### src/hdl/cafl_pkg.sv
// Shared constants and types for the CAN acceptance filter block
package cafl_pkg;

    // ==========================================================
    // Filter modes
    // ==========================================================
    typedef enum logic [1:0] {
        CAFL_SINGLE_STD = 2'h0,
        CAFL_SINGLE_EXT = 2'h1,
        CAFL_DUAL_STD   = 2'h2,
        CAFL_DUAL_EXT   = 2'h3
    } cafl_mode_t;

    // ==========================================================
    // Values after reset
    // ==========================================================
    localparam cafl_mode_t  MODE_RST   = CAFL_SINGLE_STD;
    localparam logic [31:0] MASK_RST   = 32'hFFFFFFFF;
    localparam logic [31:0] CMP_RST    = 32'h00000000;
    localparam logic        SSHOT_RST  = 1'h0;

    // ==========================================================
    // Pattern field positions (lowest bit of each field)
    // ==========================================================
    localparam int SSTD_ID_POS  = 21;
    localparam int SSTD_RTR_POS = 20;
    localparam int SSTD_D0_POS  = 8;
    localparam int SSTD_D1_POS  = 0;
    localparam int SEXT_ID_POS  = 3;
    localparam int SEXT_RTR_POS = 2;
    localparam int DSTD1_ID_POS = 21;
    localparam int DSTD1_RTR_POS = 20;
    localparam int DSTD1_DH_POS = 16;
    localparam int DSTD1_DL_POS = 0;
    localparam int DSTD2_ID_POS = 5;
    localparam int DSTD2_RTR_POS = 4;
    localparam int DEXT1_ID_POS = 16;
    localparam int DEXT2_ID_POS = 0;
    localparam int EXT_UP16_POS = 13;

    // ==========================================================
    // Buffer
    // ==========================================================
    localparam logic [1:0] BUF_DEPTH = 2'h2;

endpackage : cafl_pkg

### src/hdl/cafl_filter.sv
// Receive acceptance filter with two-entry output buffer and retry policy
`timescale 1ns/10ps
`default_nettype none
module cafl_filter
    import cafl_pkg::*;
(
    input  wire logic        I_MCLK,
    input  wire logic        I_RST,
    input  wire logic        I_COMM_RUN,
    input  wire logic        I_CFG_WE,
    input  wire logic [1:0]  I_CFG_MODE,
    input  wire logic [31:0] I_CFG_MASK,
    input  wire logic [31:0] I_CFG_CMP,
    input  wire logic        I_CFG_SSHOT,
    output logic      [1:0]  O_MODE,
    output logic             O_SSHOT,
    input  wire logic        I_RX_VALID,
    output logic             O_RX_READY,
    input  wire logic        I_RX_IDE,
    input  wire logic        I_RX_RTR,
    input  wire logic [28:0] I_RX_ID,
    input  wire logic [3:0]  I_RX_DLC,
    input  wire logic [7:0]  I_RX_D0,
    input  wire logic [7:0]  I_RX_D1,
    output logic             O_ACC_VALID,
    input  wire logic        I_ACC_READY,
    output logic             O_ACC_IDE,
    output logic             O_ACC_RTR,
    output logic      [28:0] O_ACC_ID,
    output logic      [3:0]  O_ACC_DLC,
    output logic      [7:0]  O_ACC_D0,
    output logic      [7:0]  O_ACC_D1,
    input  wire logic        I_TX_FAIL,
    output logic             O_TX_RETRY,
    output logic             O_TX_ABORT
);

    // ==========================================================
    // Match helper
    // ==========================================================
    // Every pattern bit that is cared about must equal, or be masked
    function automatic logic fmatch(input logic [31:0] pat,
                                    input logic [31:0] care,
                                    input logic [31:0] cmp,
                                    input logic [31:0] mask);
        fmatch = &((~(pat ^ cmp)) | mask | ~care);
    endfunction : fmatch

    // ==========================================================
    // Configuration
    // ==========================================================
    cafl_mode_t  mode;
    logic [31:0] mask;
    logic [31:0] cmp;
    logic        sshot;

    // Writes while running are dropped so a frame never sees half a setup
    always_ff @(posedge I_MCLK or posedge I_RST) begin
        if (I_RST) begin
            mode  <= MODE_RST;
            mask  <= MASK_RST;
            cmp   <= CMP_RST;
            sshot <= SSHOT_RST;
        end else if (I_CFG_WE && !I_COMM_RUN) begin
            mode  <= cafl_mode_t'(I_CFG_MODE);
            mask  <= I_CFG_MASK;
            cmp   <= I_CFG_CMP;
            sshot <= I_CFG_SSHOT;
        end
    end

    // Config readback
    always_ff @(posedge I_MCLK or posedge I_RST) begin
        if (I_RST) begin
            O_MODE  <= MODE_RST;
            O_SSHOT <= SSHOT_RST;
        end else begin
            O_MODE  <= mode;
            O_SSHOT <= sshot;
        end
    end

    // ==========================================================
    // Pattern building and decision
    // ==========================================================
    logic [31:0] pat_a;
    logic [31:0] care_a;
    logic [31:0] pat_b;
    logic [31:0] care_b;
    logic        has_d0;
    logic        has_d1;
    logic        hit_a;
    logic        hit_b;
    logic        hit;

    // Absent data bytes never block a match; remote frames carry none
    assign has_d0 = !I_RX_RTR && (I_RX_DLC != 4'h0);
    assign has_d1 = !I_RX_RTR && (I_RX_DLC > 4'h1);

    // Reserved positions are never cared about, whatever software wrote
    always_comb begin
        pat_a  = 32'h00000000;
        care_a = 32'h00000000;
        pat_b  = 32'h00000000;
        care_b = 32'h00000000;
        case (mode)
            CAFL_SINGLE_STD: begin
                pat_a[SSTD_ID_POS +: 11]  = I_RX_ID[10:0];
                pat_a[SSTD_RTR_POS]       = I_RX_RTR;
                pat_a[SSTD_D0_POS +: 8]   = I_RX_D0;
                pat_a[SSTD_D1_POS +: 8]   = I_RX_D1;
                care_a[SSTD_ID_POS +: 11] = 11'h7FF;
                care_a[SSTD_RTR_POS]      = 1'h1;
                care_a[SSTD_D0_POS +: 8]  = {8{has_d0}};
                care_a[SSTD_D1_POS +: 8]  = {8{has_d1}};
            end
            CAFL_SINGLE_EXT: begin
                pat_a[SEXT_ID_POS +: 29]  = I_RX_ID;
                pat_a[SEXT_RTR_POS]       = I_RX_RTR;
                care_a[SEXT_ID_POS +: 29] = 29'h1FFFFFFF;
                care_a[SEXT_RTR_POS]      = 1'h1;
            end
            CAFL_DUAL_STD: begin
                pat_a[DSTD1_ID_POS +: 11]  = I_RX_ID[10:0];
                pat_a[DSTD1_RTR_POS]       = I_RX_RTR;
                pat_a[DSTD1_DH_POS +: 4]   = I_RX_D0[7:4];
                pat_a[DSTD1_DL_POS +: 4]   = I_RX_D0[3:0];
                care_a[DSTD1_ID_POS +: 11] = 11'h7FF;
                care_a[DSTD1_RTR_POS]      = 1'h1;
                care_a[DSTD1_DH_POS +: 4]  = {4{has_d0}};
                care_a[DSTD1_DL_POS +: 4]  = {4{has_d0}};
                pat_b[DSTD2_ID_POS +: 11]  = I_RX_ID[10:0];
                pat_b[DSTD2_RTR_POS]       = I_RX_RTR;
                care_b[DSTD2_ID_POS +: 11] = 11'h7FF;
                care_b[DSTD2_RTR_POS]      = 1'h1;
            end
            CAFL_DUAL_EXT: begin
                pat_a[DEXT1_ID_POS +: 16]  = I_RX_ID[EXT_UP16_POS +: 16];
                pat_b[DEXT2_ID_POS +: 16]  = I_RX_ID[EXT_UP16_POS +: 16];
                care_a[DEXT1_ID_POS +: 16] = 16'hFFFF;
                care_b[DEXT2_ID_POS +: 16] = 16'hFFFF;
            end
            default: pat_a = 32'h00000000;
        endcase
    end

    assign hit_a = fmatch(pat_a, care_a, cmp, mask);
    assign hit_b = fmatch(pat_b, care_b, cmp, mask);

    // Frames of the other identifier format are discarded in every mode
    always_comb begin
        case (mode)
            CAFL_SINGLE_STD: hit = !I_RX_IDE && hit_a;
            CAFL_SINGLE_EXT: hit = I_RX_IDE && hit_a;
            CAFL_DUAL_STD:   hit = !I_RX_IDE && (hit_a || hit_b);
            CAFL_DUAL_EXT:   hit = I_RX_IDE && (hit_a || hit_b);
            default:         hit = 1'h0;
        endcase
    end

    // ==========================================================
    // Two-entry output buffer
    // ==========================================================
    logic        rx_fire;
    logic        push;
    logic        pop;
    logic [1:0]  cnt;
    logic [1:0]  next_cnt;
    logic        e1_ide;
    logic        e1_rtr;
    logic [28:0] e1_id;
    logic [3:0]  e1_dlc;
    logic [7:0]  e1_d0;
    logic [7:0]  e1_d1;
    logic        head_from_e1;
    logic        head_from_in;
    logic        e1_load;

    assign rx_fire  = I_RX_VALID && O_RX_READY;
    assign push     = rx_fire && hit;
    assign pop      = O_ACC_VALID && I_ACC_READY;
    assign next_cnt = 2'(cnt + {1'h0, push} - {1'h0, pop});
    assign head_from_e1 = pop && (cnt == BUF_DEPTH);
    assign head_from_in = push && ((cnt == 2'h0) || (pop && cnt == 2'h1));
    assign e1_load = push && ((cnt == 2'h1 && !pop) ||
                              (cnt == BUF_DEPTH && pop));

    // Occupancy and handshake flags; ready is held low when full
    always_ff @(posedge I_MCLK or posedge I_RST) begin
        if (I_RST) begin
            cnt         <= 2'h0;
            O_ACC_VALID <= 1'h0;
            O_RX_READY  <= 1'h0;
        end else begin
            cnt         <= next_cnt;
            O_ACC_VALID <= (next_cnt != 2'h0);
            O_RX_READY  <= (next_cnt != BUF_DEPTH);
        end
    end

    // Head entry drives the outputs directly from flops
    always_ff @(posedge I_MCLK or posedge I_RST) begin
        if (I_RST) begin
            {O_ACC_IDE, O_ACC_RTR, O_ACC_ID} <= 31'h00000000;
            {O_ACC_DLC, O_ACC_D0, O_ACC_D1}  <= 20'h00000;
        end else if (head_from_e1) begin
            {O_ACC_IDE, O_ACC_RTR, O_ACC_ID} <= {e1_ide, e1_rtr, e1_id};
            {O_ACC_DLC, O_ACC_D0, O_ACC_D1}  <= {e1_dlc, e1_d0, e1_d1};
        end else if (head_from_in) begin
            {O_ACC_IDE, O_ACC_RTR, O_ACC_ID} <= {I_RX_IDE, I_RX_RTR, I_RX_ID};
            {O_ACC_DLC, O_ACC_D0, O_ACC_D1}  <= {I_RX_DLC, I_RX_D0, I_RX_D1};
        end
    end

    // Second entry catches a frame while the consumer stalls
    always_ff @(posedge I_MCLK or posedge I_RST) begin
        if (I_RST) begin
            {e1_ide, e1_rtr, e1_id}  <= 31'h00000000;
            {e1_dlc, e1_d0, e1_d1}   <= 20'h00000;
        end else if (e1_load) begin
            {e1_ide, e1_rtr, e1_id}  <= {I_RX_IDE, I_RX_RTR, I_RX_ID};
            {e1_dlc, e1_d0, e1_d1}   <= {I_RX_DLC, I_RX_D0, I_RX_D1};
        end
    end

    // ==========================================================
    // Transmit retry policy
    // ==========================================================
    // One-cycle answer to each failed attempt: retry or give up
    always_ff @(posedge I_MCLK or posedge I_RST) begin
        if (I_RST) begin
            O_TX_RETRY <= 1'h0;
            O_TX_ABORT <= 1'h0;
        end else begin
            O_TX_RETRY <= I_TX_FAIL && !sshot;
            O_TX_ABORT <= I_TX_FAIL && sshot;
        end
    end
endmodule : cafl_filter
`default_nettype wire

### config.mk
export PLATFORM = sky130hd
export DESIGN_NAME = cafl_filter
export DESIGN_NICKNAME = d
export VERILOG_FILES = /design/src/hdl/cafl_pkg.sv /design/src/hdl/cafl_filter.sv
export SDC_FILE = /design/constraint.sdc
export NUM_CORES = 1
export LEC_CHECK = 0
export ABC_AREA = 1
export BUFFER_PORTS_ARGS = -buffer_cell sky130_fd_sc_hd__buf_4
export CORE_MARGIN = 10
export CORE_UTILIZATION = 50
export CTS_CLUSTER_DIAMETER = 100
export CTS_CLUSTER_SIZE = 14
export DETAILED_ROUTE_END_ITERATION = 10
export HOLD_SLACK_MARGIN = 0.02
export PLACE_DENSITY_LB_ADDON = 0.25
export SETUP_SLACK_MARGIN = 0.1
export SYNTH_ARGS = -nofsm -noshare
export SYNTH_HDL_FRONTEND = slang
export SYNTH_SLANG_ARGS = --single-unit
### constraint.sdc
create_clock -name I_MCLK -period 16.1 [get_ports I_MCLK]
set_input_delay 3.22 -clock I_MCLK [delete_from_list [all_inputs] [get_ports I_MCLK]]
set_output_delay 3.22 -clock I_MCLK [all_outputs]
set_load 0.01 [all_outputs]
==> flow_summary.toml, run 1 <==
[global_route]
grt_usage_pct = 21.6
antenna_found_initial = 0
grt_overflow = 0
grt_pass1_vias = 7695
grt_pass1_wl_um = 41700
grt_start_max_net_pins = 110

[timing]
slew_headroom_pct = 27.0
slew_viol_final = 0
max_clock_freq_mhz = 163
layout_min_cycle_time_ns = 6.14
hold_viol = 0
worst_pin_slew_ns = 1.09
whs_ns = 0.439
fin_skew_ns = 0.00735
setup_viol = 0
worst_slack_ns = 9.96
rsz0062_at_grt = "false"
tns_ns = 0
period_share_pct = 38.1

[logic_synthesis]
yosys_warnings = 0
yosys.area.top_type_share_pct = 40.3
ys_seq_elements = 178
syn_inst = 1138
synth_area_leaders = "dfrtp_1 40%, nand2_1 14%, dfstp_2 9.3%"
synth_area_um2 = 9060
synth_top_area_cell = "dfrtp_1"
seq_area_frac_synth_pct = 49.6
synth_fp_nets = 1265
avgSynthCellArea_um2 = 7.96
synthDistinctLibCells = 33

[floorplanning]
num_rows = 49
die_w_um = 155
io-pin-count = 183
fp.dieH_um = 155
die-area_um2 = 23900
core_area_um2 = 17900
start_util_pct = 50.6

[place]
routabilityCongestion = 0.930
dp.cells = 1497
pre_cts_slack_ns = 9.55
place_hpwl_um = 19200
io_buffers = 182

[setup_path]
critical_path_class = "in2reg"
end_kind = "flip-flop"
crit_slowest_cell = "nand2_2"
path_max_fanout = 52
worstPathRequired_ns = 16.46
rrSetupSlack_ns = 11.71
critical_path.max_stage_delay_ns = 1.08
critPathMostFrequentCell = "nand2_1"
worstPathArrival_ns = 6.50
critPathLaunchType = "input pin"
worstPathCellList = "buf_4, nand2_1, nand2_1, or2_1, nand2_1, nand2_1, nor2_1, nand2_1, nor2_1, nand2_1, nand2_2, nand4_4, nand2_2, nand2_1, nand2_1"

[cts]
clockBufferDepth = 2
cts_root_buf = "clkbuf_16"
cts_setup_buffers = 0
h-tree-depth = 4
postCtsHoldBufs = 0
cts_tree = "done"
cts_buffers = 17
post_cts_resized = 0
clock_latency_ns = 0.43
cts.clk_slew.worst_paths_ns = 0.07
cts.sinks = 178

[drt]
firstDrtPassIters = 5
vias = 8029
routed_wl_um = 26100
wire_per_inst_um = 17.1
ant_nets = 0
vias_per_cell = 5.25
drc = 0
first_iter_violations = 678

[power]
irDropWorstVdd_mv = 0.0762
power_density_nw_per_um2 = 139
leakagePower_nw = 5.90
design_power_total_mw = 1.54

[worst_hold_path]
hold_path_class = "reg2reg"

[final_layout]
drive_gt1_share_pct = 24.5
final_cell_count_no_fill = 1529
num_antenna_cells = 0
final_nets = 1414
area_delta_synth_final_pct = 21.5

[outcome]
status = "complete, no violations"

[job]
maxCapViolations = 0
-- registers in the layout, summed over array words and instances, names as in the netlist, 2 cells and up --
register / count
O_ACC_ID: 29
O_ACC_D1: 8
cmp: 32
O_ACC_DLC: 4
e1_dlc: 4
e1_id: 29
cnt: 2
e1_d0: 8
O_MODE: 2
O_ACC_D0: 8
mask: 32
mode: 2
e1_d1: 8
-- path summary, 6_finish.rpt --
kind                                      from                       end  cells after the start
min in group asynchronous                I_RST         sshot$_DFFE_PP0P_                      2
hold / removal               sshot$_DFFE_PP0P_         O_SSHOT$_DFF_PP0_                      0
setup / recovery                   I_RX_ID[21]  O_ACC_ID[23]$_DFFE_PP0P_                     15
hold reg to reg              sshot$_DFFE_PP0P_         O_SSHOT$_DFF_PP0_                      0
setup reg to reg           mode[0]$_DFFE_PP0P_  O_ACC_ID[23]$_DFFE_PP0P_                     15
max in group asynchronous                I_RST     e1_id[15]$_DFFE_PP0P_                      3
-- worst max-delay path, delay by kind of cell --
kind,cells,cell delay (ns)
buffers and inverters,1,0.12
and+or+nand+nor,14,3.08
-- synth_stat cells --
cell,n
nand2_1,331
dfrtp_1,146
nand3_1,126
nor2_1,114
a21oi_1,103
inv_1,100
dfstp_2,32
clkbuf_1,29
mux2_2,25
o21ai_0,25
o21ai_2,22
o21ai_1,14
buf_6,13
nand3b_1,12
nand3_2,7
buf_1,6
buf_4,6
buf_2,3
nand4_1,3
or2_2,3
ha_1,2
nand2_2,2
nor2_4,2
or2_1,2
xnor2_1,2
a31oi_1,1
and3_1,1
inv_2,1
inv_4,1
nand4_2,1
nand4_4,1
nor2_2,1
nor2_8,1
-- cell families (layout without fill, tap and decap cells) --
family	Yosys count	after routing	share of synthesized area, %
muxes	25	25	3.11
adders and majority gates	2	2	0.276
DFF	178	178	49.6
and+or+nand+nor	607	607	28.8
buffers and inverters	159	321	7.98
xor gates and xnor gates	2	2	0.193
AOI/OAI and AO/OA	165	165	10.0
-- power by group --
part	total [mW]	switching, mW	internal, mW
clock	0.399	0.177	0.222
sequential	0.646	0.0728	0.573
combinational	0.490	0.275	0.215
-- cell usage in the layout (no fill, tap or decap), drive strengths merged, types with 2 or more instances in the layout --
cell,n
a21oi,103
buf,187
clkbuf,21
clkinv,4
clkinvlp,4
dfrtp,146
dfstp,32
ha,2
inv,104
mux2,25
nand2,333
nand3,133
nand3b,12
nand4,5
nor2,118
o21ai,61
or2,5
xnor2,2
-- stage by stage --
stage	util, %	instance area, um2
2_1_floorplan	-	9060
3_3_place_gp	58.4	10500
3_5_place_dp	58.4	10500
4_1_cts	61.5	11000
5_1_grt	61.5	11000
6_report	61.5	11000
-- routing by layer --
layer	wire length, um	GRT usage, %	vias to the layer above
li1	-	-	3959
met2	12000	33.0	314
met1	11400	29.3	3733
met5	0	0	-
met4	355	5.26	0
met3	2420	6.35	23
-- cell type report --
cell class                 count  area, um2
inverter                     102        390
fill                        1654       6890
multi-input combinational    801       3870
tap                          229        287
clock buffer                  21        460
sequential                   178       4490
timing repair buffer         187       1400
clock inverter                11        105
Power figures use the tool's default switching activity.
==> run 2, diff against run 1 <==
==> constraint.sdc (replaced) <==
create_clock -name I_MCLK -period 4.95 [get_ports I_MCLK]
set_input_delay 0.99 -clock I_MCLK [delete_from_list [all_inputs] [get_ports I_MCLK]]
set_output_delay 0.99 -clock I_MCLK [all_outputs]
set_load 0.01 [all_outputs]
==> run 2 against run 1 <==
- die area unchanged
- wire length increased by 1.7%
- flip-flop and latch count unchanged
- non-clock buffer count increased by 4
- sequential share of layout area decreased by 0.37 points
- sequential power increased to 3.3 times the previous value
==> flow_summary.toml, run 2 (synthesis gave the netlist of run 1 again) <==
[power]
power_density_nw_per_um2 = 457
irDropWorstVdd_mv = 0.274
leakagePower_nw = 5.94
clockPowerShare_pct = 27.2
pwr-share-comb_pct = 31.5
switching_share_pct = 33.3
seqPwrFrac_pct = 41.3
p_int_mw = 3.39
switching_power_mw = 1.69

[drt]
first_iter_violations = 732
ant_nets = 0
vias = 8103
routed_wl_um = 26600
vias_per_cell = 5.29
firstDrtPassIters = 7
drc = 0
wire_per_inst_um = 17.3

[worst_hold_path]
hold_path_class = "reg2reg"

[floorplanning]
fp.dieH_um = 155
start_util_pct = 50.6
num_rows = 49
io-pin-count = 183
die_w_um = 155
core_area_um2 = 17900
die-area_um2 = 23900

[place]
place_hpwl_um = 20000
pre_cts_slack_ns = 1.12
io_buffers = 182
routabilityCongestion = 0.928
place_area_um2 = 10500

[cts]
cts.clk_slew.worst_paths_ns = 0.07
cts_tree = "done"
post_cts_resized = 0
cts_root_buf = "clkbuf_16"
clockBufferDepth = 2
h-tree-depth = 4
clock_latency_ns = 0.43
cts_buffers = 17
postCtsHoldBufs = 0
cts.sinks = 178
cts_setup_buffers = 0

[timing]
setup_viol = 0
period_share_pct = 75.7
worst_pin_slew_ns = 0.962
worst_slack_ns = 1.20
fin_skew_ns = 0.00915
slew_headroom_pct = 35.9
hold_viol = 0
tns_ns = 0
layout_min_cycle_time_ns = 3.75
max_clock_freq_mhz = 267
rsz0062_at_grt = "false"
slew_viol_final = 0

[global_route]
grt_overflow = 0
grt_start_max_net_pins = 105
grt_pass1_vias = 7855
antenna_found_initial = 0
grt_pass1_wl_um = 42200
grt_usage_pct = 21.8

[setup_path]
path_max_fanout = 52
end_kind = "flip-flop"
critPathLaunchType = "flip-flop"
worstPathRequired_ns = 5.27
critical_path.max_stage_delay_ns = 0.48
critPathMostFrequentCell = "nand2_1"
crit_slowest_cell = "buf_4"
critical_path_class = "reg2reg"
worstPathArrival_ns = 4.06
worstPathCellList = "buf_4, inv_2, nor2_4, nand2_1, nand3b_1, nand3_1, nand2_1, nor2_1, a21oi_1, nor2_2, nand4_4, buf_4, nand2_2, buf_4, nand2_1, nand2_1"

[final_layout]
num_antenna_cells = 0
final_cell_mix = "330 x nand2_1, 188 x buf_4, 146 x dfrtp_1"
final_area_um2 = 11100
final_common_cell = "nand2_1"
largestRegisters = "cmp (32), mask (32)"
area_delta_synth_final_pct = 22.7
fin_util_pct = 62.1
final_nets = 1418
drive_gt1_share_pct = 24.5

[job]
maxCapViolations = 0

[outcome]
status = "complete, no violations"
[run 2: changes by cell type in the layout (fill, tap and decap cells not counted), sizes merged]
cell and change:
buf +4, bufinv +2, clkbuf +3, clkinv -4
clkinvlp +1, inv -2
[run 2: per-stage QoR]
step / total power [mW] / hold WS [ns] / instances
floorplan: 3.06 / 0.390 / 1138
global placement: 3.69 / 0.405 / 1501
detailed placement: 3.74 / 0.422 / 1501
CTS: 5.13 / 0.437 / 1533
global route: 5.42 / 0.449 / 1533
finish: 5.09 / 0.433 / 1533
[run 2: worst max-delay path, delay by kind of cell, from the launching register on]
family,cells,cell delay [ns]
simple gates,11,1.54
buf+inv,4,1.41
compound gates,1,0.22
flops,1,0.40
[run 2: worst paths after layout]
path / endpoint / depth (start not counted) / slack, ns / startpoint
max: O_ACC_D1[5]$_DFFE_PP0P_ / 16 / 1.20 / mode[0]$_DFFE_PP0P_
min: O_SSHOT$_DFF_PP0_ / 0 / 0.43 / sshot$_DFFE_PP0P_
max reg2reg: O_ACC_D1[5]$_DFFE_PP0P_ / 16 / 1.20 / mode[0]$_DFFE_PP0P_
min reg2reg: O_SSHOT$_DFF_PP0_ / 0 / 0.43 / sshot$_DFFE_PP0P_
max in group asynchronous: mask[2]$_DFFE_PP1P_ / 3 / 3.32 / I_RST
min in group asynchronous: O_ACC_ID[4]$_DFFE_PP0P_ / 2 / 0.73 / I_RST
[run 2: layout make-up]
| type | count | area (um2) |
|---|---|---|
| multi-input combinational | 801 | 3870 |
| inverter | 102 | 389 |
| timing repair buffer | 191 | 1470 |
| tap | 229 | 287 |
| sequential | 178 | 4490 |
| fill | 1607 | 6790 |
| clock inverter | 8 | 129 |
| clock buffer | 24 | 472 |
[run 2: routing by layer]
layer / vias up / track usage (%) / routed length [um]
met3: 45 / 5.63 / 1980
li1: 3966 / - / -
met2: 297 / 33.3 / 12000
met5: - / 0 / 0
met4: 0 / 7.60 / 578
met1: 3795 / 29.4 / 12000
[run 2: power by group through the flow]
stage	clock network [mW]	registers [mW]	logic (mW)
final	1.38	2.10	1.60
after global routing	1.46	2.15	1.81
after CTS	1.41	2.10	1.62
after detailed placement	0	2.13	1.61
after global placement	0	2.11	1.58
after floorplan	0	2.16	0.905
